$ cat src/hdl/fac_map.svh
// Register offsets, field positions and reset values of the flash access block
`ifndef FAC_MAP_SVH
`define FAC_MAP_SVH

`define FAC_OFS_CTRL    8'hF8
`define FAC_OFS_DIV     8'hF9
`define FAC_OFS_PROT    8'hFA

`define FAC_CTRL_RST    8'h88
`define FAC_CTRL_WMASK  8'hE8
`define FAC_DIV_RST     8'h01
`define FAC_PROT_RST    8'hFF
`define FAC_PROT_LOCKED 8'hFF

`define FAC_WAIT_MSB    7
`define FAC_WAIT_LSB    5
`define FAC_EN_BIT      3

`define FAC_BLK_MSB     17
`define FAC_BLK_LSB     15

`endif

$ cat src/hdl/fac_pkg.sv
// Types of the flash access block
package fac_pkg;
    typedef enum logic [1:0] {
        FAC_IDLE = 2'b00,
        FAC_WAIT = 2'b01
    } fac_state_t;
endpackage

$ cat src/hdl/fac_top.sv
// Flash access control, controller clock divider and block write/erase protection
`timescale 1ns/10ps
`default_nettype none
`include "fac_map.svh"

// Summary of operation
// [RULE1] Wait field bits 7:5 inserts that many wait states, codes 000 to 101.
// [RULE2] Codes 110 and 111 insert six and seven wait states.
// [RULE3] Reset selects four wait states.
// [RULE4] Enable bit 3 low blocks flash memory-space accesses; high permits them.
// [RULE5] Register reads and writes keep working while memory-space access is off.
// [RULE6] Controller clock is system clock divided by the 8-bit divider value.
// [RULE7] Software loads 1, 2 or 3 for the listed low clock ranges.
// [RULE8] From 616 kHz to 50 MHz software loads ceiling of MHz times 5.1.
// [RULE9] Divider holds 01h to FFh and resets to 01h.
// [RULE10] Divider is written only while unlocked by the key sequence.
// [RULE11] Each of eight mask bits guards one 32 KB block; 1 blocks writes and erases.
// [RULE12] Mask bit n covers the block starting at n times 8000h.
// [RULE13] Reset sets every mask bit.
// [RULE14] Boot block is protected when the protect pin or mask bit 0 is set.
// [RULE15] Mask is writable only while unlocked.
// [RULE16] A mask write while locked forces the mask to FFh.
// [RULE17] Information page has no guard; mass erase skips it unless selected.
// [RULE18] Writes to a protected block are dropped and flag a write violation.
// [RULE19] Reserved control bits read zero and ignore writes.
// [RULE20] Divider counter reloads, giving one enable per divider-value cycles.
module fac_top #(
    parameter int ADDR_W = 18
) (
    input  wire logic              core_clk_i,
    input  wire logic              rst_i,
    input  wire logic [7:0]        io_addr_i,
    input  wire logic              io_wr_i,
    input  wire logic              io_rd_i,
    input  wire logic [7:0]        io_wdata_i,
    output logic      [7:0]        io_rdata_o,
    input  wire logic              key_unlocked_i,
    input  wire logic              wp_pin_i,
    input  wire logic              info_page_select_i,
    input  wire logic              mem_req_i,
    input  wire logic              mem_we_i,
    input  wire logic [ADDR_W-1:0] mem_addr_i,
    output logic                   mem_ready_o,
    output logic                   mem_block_o,
    output logic                   flash_wr_o,
    output logic                   write_viol_o,
    input  wire logic              page_erase_i,
    input  wire logic              mass_erase_i,
    output logic                   page_erase_go_o,
    output logic                   page_erase_viol_o,
    output logic                   mass_erase_go_o,
    output logic                   mass_erase_viol_o,
    output logic                   info_erase_o,
    output logic                   ctrl_clk_en_o,
    output logic      [7:0]        eff_protect_o
);

    // Registers
    logic [7:0]          ctrl_reg,    ctrl_next;
    logic [7:0]          div_reg,     div_next;
    logic [7:0]          prot_reg,    prot_next;
    logic [7:0]          rdata_reg,   rdata_next;
    // Protect pin synchroniser
    logic                wp_meta_reg;
    logic                wp_sync_reg;
    // Access sequencer
    fac_pkg::fac_state_t state_reg,   state_next;
    logic [2:0]          wcnt_reg,    wcnt_next;
    logic                we_lat_reg,  we_lat_next;
    logic                hit_lat_reg, hit_lat_next;
    // Controller clock divider
    logic [7:0]          dcnt_reg,    dcnt_next;
    // Registered event pulses
    logic                fwr_reg,     fwr_next;
    logic                wviol_reg,   wviol_next;
    logic                pgo_reg,     pgo_next;
    logic                pviol_reg,   pviol_next;
    logic                mgo_reg,     mgo_next;
    logic                mviol_reg,   mviol_next;
    logic                info_reg,    info_next;
    // Decoded strobes and protection view
    logic [7:0]          eff_prot;
    logic                mem_en;
    logic [2:0]          blk_idx;
    logic                blk_hit;
    logic                wr_ctrl;
    logic                wr_div;
    logic                wr_prot;

    assign wr_ctrl = io_wr_i && (io_addr_i == `FAC_OFS_CTRL);
    assign wr_div  = io_wr_i && (io_addr_i == `FAC_OFS_DIV);
    assign wr_prot = io_wr_i && (io_addr_i == `FAC_OFS_PROT);
    assign mem_en  = ctrl_reg[`FAC_EN_BIT];
    assign blk_idx = mem_addr_i[`FAC_BLK_MSB:`FAC_BLK_LSB]; // RULE12
    assign eff_prot = prot_reg | {7'h00, wp_sync_reg}; // RULE14
    assign blk_hit = eff_prot[blk_idx]; // RULE11

    // Register file
    always_comb
    begin
        ctrl_next  = ctrl_reg;
        div_next   = div_reg;
        prot_next  = prot_reg;
        rdata_next = rdata_reg;
        if (wr_ctrl)
        begin
            ctrl_next = io_wdata_i & `FAC_CTRL_WMASK; // RULE19
        end
        if (wr_div && key_unlocked_i && (io_wdata_i != 8'h00))
        begin
            div_next = io_wdata_i; // RULE10 RULE9
        end
        if (wr_prot)
        begin
            prot_next = key_unlocked_i ? io_wdata_i : `FAC_PROT_LOCKED; // RULE15 RULE16
        end
        if (io_rd_i)
        begin
            case (io_addr_i) // RULE5
                `FAC_OFS_CTRL: rdata_next = ctrl_reg;
                `FAC_OFS_DIV:  rdata_next = div_reg;
                `FAC_OFS_PROT: rdata_next = prot_reg;
                default:       rdata_next = 8'h00;
            endcase
        end
    end

    always_ff @(posedge core_clk_i)
    begin
        if (rst_i)
        begin
            ctrl_reg  <= `FAC_CTRL_RST; // RULE3
            div_reg   <= `FAC_DIV_RST; // RULE9
            prot_reg  <= `FAC_PROT_RST; // RULE13
            rdata_reg <= 8'h00;
            wp_meta_reg <= 1'b0;
            wp_sync_reg <= 1'b0;
        end
        else
        begin
            ctrl_reg  <= ctrl_next;
            div_reg   <= div_next;
            prot_reg  <= prot_next;
            rdata_reg <= rdata_next;
            // Pin passes two flops before the protection logic reads it
            wp_meta_reg <= wp_pin_i;
            wp_sync_reg <= wp_meta_reg;
        end
    end

    // Access sequencer: counts the selected wait states, then answers
    always_comb
    begin
        state_next   = state_reg;
        wcnt_next    = wcnt_reg;
        we_lat_next  = we_lat_reg;
        hit_lat_next = hit_lat_reg;
        case (state_reg)
            fac_pkg::FAC_IDLE:
            begin
                if (mem_req_i && mem_en) // RULE4
                begin
                    state_next   = fac_pkg::FAC_WAIT;
                    wcnt_next    = ctrl_reg[`FAC_WAIT_MSB:`FAC_WAIT_LSB]; // RULE1 RULE2
                    we_lat_next  = mem_we_i;
                    hit_lat_next = blk_hit;
                end
            end
            fac_pkg::FAC_WAIT:
            begin
                if (wcnt_reg == 3'h0)
                begin
                    state_next = fac_pkg::FAC_IDLE;
                end
                else
                begin
                    wcnt_next = wcnt_reg - 3'h1;
                end
            end
            default:
            begin
                state_next = fac_pkg::FAC_IDLE;
            end
        endcase
    end

    always_ff @(posedge core_clk_i)
    begin
        if (rst_i)
        begin
            state_reg   <= fac_pkg::FAC_IDLE;
            wcnt_reg    <= 3'h0;
            we_lat_reg  <= 1'b0;
            hit_lat_reg <= 1'b0;
        end
        else
        begin
            state_reg   <= state_next;
            wcnt_reg    <= wcnt_next;
            we_lat_reg  <= we_lat_next;
            hit_lat_reg <= hit_lat_next;
        end
    end

    assign mem_ready_o = (state_reg == fac_pkg::FAC_WAIT) && (wcnt_reg == 3'h0);
    assign mem_block_o = (state_reg == fac_pkg::FAC_IDLE) && mem_req_i && !mem_en; // RULE4

    // Controller clock enable and protection decisions
    always_comb
    begin
        dcnt_next = dcnt_reg - 8'h01;
        if ((dcnt_reg <= 8'h01) || wr_div)
        begin
            dcnt_next = div_next; // RULE20
        end
        fwr_next   = mem_ready_o && we_lat_reg && !hit_lat_reg;
        wviol_next = mem_ready_o && we_lat_reg && hit_lat_reg; // RULE18
        pgo_next   = page_erase_i && !blk_hit;
        pviol_next = page_erase_i && blk_hit; // RULE11
        mgo_next   = mass_erase_i && (eff_prot == 8'h00);
        mviol_next = mass_erase_i && (eff_prot != 8'h00);
        info_next  = mgo_next && info_page_select_i; // RULE17
    end

    always_ff @(posedge core_clk_i)
    begin
        if (rst_i)
        begin
            dcnt_reg  <= `FAC_DIV_RST;
            fwr_reg   <= 1'b0;
            wviol_reg <= 1'b0;
            pgo_reg   <= 1'b0;
            pviol_reg <= 1'b0;
            mgo_reg   <= 1'b0;
            mviol_reg <= 1'b0;
            info_reg  <= 1'b0;
        end
        else
        begin
            dcnt_reg  <= dcnt_next;
            fwr_reg   <= fwr_next;
            wviol_reg <= wviol_next;
            pgo_reg   <= pgo_next;
            pviol_reg <= pviol_next;
            mgo_reg   <= mgo_next;
            mviol_reg <= mviol_next;
            info_reg  <= info_next;
        end
    end

    assign ctrl_clk_en_o     = (dcnt_reg <= 8'h01); // RULE6
    assign io_rdata_o        = rdata_reg;
    assign flash_wr_o        = fwr_reg;
    assign write_viol_o      = wviol_reg;
    assign page_erase_go_o   = pgo_reg;
    assign page_erase_viol_o = pviol_reg;
    assign mass_erase_go_o   = mgo_reg;
    assign mass_erase_viol_o = mviol_reg;
    assign info_erase_o      = info_reg;
    assign eff_protect_o     = eff_prot;
    // Helpers for the checks below
    logic [3:0] acc_cnt_reg;
    logic [2:0] wsel_reg;
    logic [8:0] gap_reg;
    logic       gap_ok_reg;
    always_ff @(posedge core_clk_i)
    begin
        if (rst_i)
        begin
            acc_cnt_reg <= 4'h0;
            wsel_reg    <= 3'h0;
            gap_reg     <= 9'h000;
            gap_ok_reg  <= 1'b0;
        end
        else
        begin
            if (state_reg == fac_pkg::FAC_IDLE)
            begin
                acc_cnt_reg <= 4'h0;
                wsel_reg    <= ctrl_reg[`FAC_WAIT_MSB:`FAC_WAIT_LSB];
            end
            else
            begin
                acc_cnt_reg <= acc_cnt_reg + 4'h1;
            end
            if (ctrl_clk_en_o || wr_div)
            begin
                gap_reg    <= 9'h000;
                gap_ok_reg <= ctrl_clk_en_o && !wr_div;
            end
            else
            begin
                gap_reg <= gap_reg + 9'h001;
            end
        end
    end

    a_wait_count: assert property (@(posedge core_clk_i) disable iff (rst_i) // RULE1 RULE2
        mem_ready_o |-> (acc_cnt_reg == {1'b0, wsel_reg}))
        else $error("wait state count differs from field");
    a_wait_reset: assert property (@(posedge core_clk_i) // RULE3
        ($past(rst_i) && !rst_i) |-> (ctrl_reg[`FAC_WAIT_MSB:`FAC_WAIT_LSB] == 3'h4))
        else $error("wait field not four after reset");
    a_access_gate: assert property (@(posedge core_clk_i) disable iff (rst_i) // RULE4
        (mem_req_i && !mem_en && (state_reg == fac_pkg::FAC_IDLE))
        |=> (state_reg == fac_pkg::FAC_IDLE))
        else $error("access started while disabled");
    a_io_while_off: assert property (@(posedge core_clk_i) disable iff (rst_i) // RULE5
        (io_rd_i && (io_addr_i == `FAC_OFS_PROT) && !wr_prot) |=> (io_rdata_o == prot_reg))
        else $error("register read broken");
    a_div_period: assert property (@(posedge core_clk_i) disable iff (rst_i) // RULE6 RULE20
        (ctrl_clk_en_o && gap_ok_reg) |-> ((gap_reg + 9'h001) == {1'b0, div_reg}))
        else $error("controller clock period wrong");
    a_div_range: assert property (@(posedge core_clk_i) disable iff (rst_i) // RULE9
        div_reg != 8'h00)
        else $error("divider is zero");
    a_div_locked: assert property (@(posedge core_clk_i) disable iff (rst_i) // RULE10
        (wr_div && !key_unlocked_i) |=> $stable(div_reg))
        else $error("divider written while locked");
    a_prot_write: assert property (@(posedge core_clk_i) disable iff (rst_i) // RULE15
        (wr_prot && key_unlocked_i) |=> (prot_reg == $past(io_wdata_i)))
        else $error("unlocked mask write lost");
    a_prot_force: assert property (@(posedge core_clk_i) disable iff (rst_i) // RULE16
        (wr_prot && !key_unlocked_i) |=> (prot_reg == 8'hFF))
        else $error("locked mask write not forced");
    a_boot_guard: assert property (@(posedge core_clk_i) disable iff (rst_i) // RULE14
        (page_erase_i && wp_sync_reg && (blk_idx == 3'h0)) |=> (pviol_reg && !pgo_reg))
        else $error("boot block erased under protect pin");
    a_write_viol: assert property (@(posedge core_clk_i) disable iff (rst_i) // RULE18 RULE11
        (mem_ready_o && we_lat_reg && hit_lat_reg) |=> (write_viol_o && !flash_wr_o))
        else $error("protected write performed");
    a_info_skip: assert property (@(posedge core_clk_i) disable iff (rst_i) // RULE17
        info_erase_o |-> (mass_erase_go_o && $past(info_page_select_i)))
        else $error("info page erased unselected");

endmodule // fac_top
`default_nettype wire

$ cat config.mk
export PLATFORM = sky130hd
export DESIGN_NAME = fac_top
export DESIGN_NICKNAME = d
export VERILOG_FILES = /design/src/hdl/fac_pkg.sv /design/src/hdl/fac_top.sv
export VERILOG_INCLUDE_DIRS = /design/src /design/src/hdl
export SDC_FILE = /design/constraint.sdc
export NUM_CORES = 1
export LEC_CHECK = 0
export BUFFER_PORTS_ARGS = -buffer_cell sky130_fd_sc_hd__buf_2
export CORE_MARGIN = 2
export CORE_UTILIZATION = 46
export CTS_CLUSTER_DIAMETER = 120
export DETAILED_ROUTE_END_ITERATION = 10
export GPL_ROUTABILITY_DRIVEN = 0
export PLACE_DENSITY = 0.72
export SLEW_MARGIN = 5
export SYNTH_ARGS = -nofsm -noshare
export SYNTH_HDL_FRONTEND = slang
export SYNTH_SLANG_ARGS = --single-unit
$ cat constraint.sdc
create_clock -name core_clk_i -period 5 [get_ports core_clk_i]
set_clock_uncertainty 0.05 [all_clocks]
set_input_delay 1 -clock core_clk_i [delete_from_list [all_inputs] [get_ports core_clk_i]]
set_output_delay 1 -clock core_clk_i [all_outputs]
set_load 0.05 [all_outputs]
==> summary.txt <==
Route
  – Routed WL: 5200 um
  – Vias per Instance: 5.33
  – DRT iter0 DRCs: 151
  – Vias: 2025
  – Drt first pass iters: 4
  – Drt drc: 0
  – Wire per inst: 13.7 um
  – DRT antenna net count: 0

Timing
  – Slew Viols, Final: 0
  – Worst slew pin tran: 0.892 ns
  – Tcrit/Tclk final: 57.2%
  – Setup TNS: 0 ns
  – Fmax: 349 MHz
  – Min cycle time layout: 2.86 ns
  – Final setup viols: 0
  – Worst relative slew slack: 40.3%
  – RSZ-0062 raised after global routing: no
  – Hold Fails Final Rpt: 0

Clock tree
  – Clock buffer count from CTS: 5
  – CTS root buffer: clkbuf_8
  – Clk slew on worst S/H paths: 0.10 ns
  – Resized cells post-CTS: 0
  – CTS HTree Levels: 2
  – CTS tree: done
  – Post-CTS Setup Inserts: 0
  – CTS sink count: 51
  – Clock Tree Buf Depth: 2
  – Post-CTS Hold Fix Bufs: 0
  – Skew-Pair Late Insertion Delay: 0.32 ns

Synth
  – Most frequently used flop master after synthesis: dfxtp_1
  – Top-count cell post-synth: dfxtp_1
  – Mapped Nets: 316
  – Synth warnings: 0
  – Synth async-reset ratio: 0%
  – Post-synth EDFFs: 0
  – Cell count after synthesis: 267
  – Netlist cell types: 49
  – Yosys top cell by area: dfxtp_1
  – #FFs+latches synth: 51
  – Synth Cell Area: 0.00243 sq mm
  – Ranking of synthesized cells by area: dfxtp_1 (42%), nand2_1 (4.3%), a21oi_1 (3.7%), mux2i_1 (3.7%), nand2b_1 (3.6%)
  – Sequential fraction of the synthesis area: 42.0%
  – Synth top cells by count: dfxtp_1 (51), nand2_1 (28), nor2_1 (21), a21oi_1 (18), nand2b_1 (14)
  – Synth top area share: 42.0%
  – Syn avg cell area: 9.11 sq um

Die
  – Die width: 76.7 um
  – Initial Utilization: 47.6%
  – Ports: 71
  – Die height: 76.7 um
  – Die ar.: 0.00588 sq mm
  – Core box area: 0.00511 sq mm
  – Site Rows: 26

Worst setup path
  – Critical Path Start: dcnt_reg[5]
  – R2R Setup Slk: 3.07 ns
  – Critical path cell sequence: or4_4, nor4_4, buf_2
  – CP endpoint kind: output port
  – Cell class contributing the biggest share of worst-path delay: simple AND/OR/NAND/NOR gates
  – Crit-path max FO: 4
  – Critical path buffers and inverters: 1
  – Critical path arrival: 1.81 ns
  – Worst setup SP type: flop
  – CP peak stage delay: 0.57 ns
  – Setup CP Type: flop to output port
  – Slowest-stage cell, CP: or4_4
  – Worst EP required: 3.95 ns
  – FF-to-FF Start: dcnt_reg[5]

Global route
  – Tot GR Track Use: 18.5%
  – Grt ovf: 0
  – Initial antenna violation count: 0
  – Global-route wire length before repair: 8740 um
  – Largest net degree at the start of global routing: 51
  – Vias in the first global route: 1845

Layout
  – Final net count: 358
  – Utilization after layout: 54.4%
  – Ant. Diodes: 0
  – Fillers: 497
  – Layout cell share with drive strength beyond 1: 24.5%
  – Layout Cells excl Fill: 380
  – Synth-to-layout area growth: 14.4%

Power and ir drop
  – Tot Pwr: 1.03 mW
  – Cell Pwr Density: 371 mW/mm^2
  – Sequential power share: 44.6%
  – Clock network power share: 28.7%
  – Maximum vdd drop: 184 uV
  – Pint: 0.701 mW
  – Leakage Power: 1.15 nW
  – Combinational share of power: 26.6%
  – Sw power: 0.330 mW
  – Switching Fraction: 32.0%

Worst hold path
  – Min-Delay Startpoint: wp_meta_reg
  – HP Class: flop to flop

Run status
  – Run status: complete, no violations

Place
  – Port-buffer cells: 55
  – Detailed placement HPWL: 3810 um
  – Placed cell count: 372

Job
  – Max-Cap Viols: 0
==> layout by cell type (no fill, tap or decap), types with 3 or more instances in the layout <==
| cell type | n |
|---|---|
| buf_2 | 55 |
| dfxtp_1 | 51 |
| nand2_1 | 28 |
| nor2_1 | 21 |
| a21oi_1 | 18 |
| nand2b_1 | 14 |
| mux2i_1 | 9 |
| nor2b_1 | 8 |
| nand3b_1 | 8 |
| o21ai_1 | 8 |
| inv_1 | 5 |
| nand3_1 | 5 |
| o21ai_0 | 5 |
| a311oi_1 | 5 |
| clkbuf_8 | 5 |
| nor3b_1 | 4 |
| and3_1 | 4 |
| a211o_1 | 4 |
| a22o_1 | 4 |
| nor3_1 | 4 |
| ha_1 | 4 |
| nor4_1 | 3 |
| a211oi_1 | 3 |
| xor2_1 | 3 |
| or3_1 | 3 |
==> stage by stage <==
step                setup slack, ns  hold slack, ns  instance area [sq um]
finish                         2.14           0.403                   2780
global placement               2.04           0.382                   2670
detailed placement             2.02           0.386                   2670
floorplan                      1.80           0.362                   2430
global route                   2.06           0.421                   2780
CTS                            2.12           0.405                   2780
==> worst paths after layout <==
| kind | to | cells past startpoint |
|---|---|---|
| max reg2reg | dcnt_reg[1] | 5 |
| min | wp_sync_reg | 1 |
| min reg2reg | wp_sync_reg | 1 |
| max | ctrl_clk_en_o | 3 |
==> final cells by class <==
cell class / instances / area, sq um / area share (%)
clock buffer: 5 / 68.8 / 2.48
timing repair buffer: 55 / 275 / 9.90
multi-input combinational: 189 / 1250 / 45.1
inverter: 7 / 26.3 / 0.945
clock inverter: 3 / 46.3 / 1.67
tap: 70 / 87.6 / 3.15
sequential: 51 / 1020 / 36.7
==> logic make-up after synthesis <==
kind of cell             synth area share [%]
AO/OA/AOI/OAI                            14.8
XOR/XNOR                                 1.80
adder cells (fa/ha/maj)                  2.06
buffers and inverters                    6.38
flip-flops                               42.0
multiplexers                             5.56
AND/OR/NAND/NOR                          27.4
==> power groups by stage <==
stage               registers [mW]  clock network, mW  logic (mW)
finish                       0.460              0.296       0.274
detailed placement           0.469                  0       0.275
global placement             0.469                  0       0.272
global route                 0.465              0.319       0.307
CTS                          0.460              0.303       0.277
floorplan                    0.466                  0       0.244
==> metal layers <==
metal,track usage (%),vias up,part of all wire [%]
li1,-,1013,-
met1,25.6,944,48
met2,27.3,65,43
met3,6.35,3,8.6
met4,5.27,0,0.58
met5,0,-,0
Power figures use the tool's default switching activity.
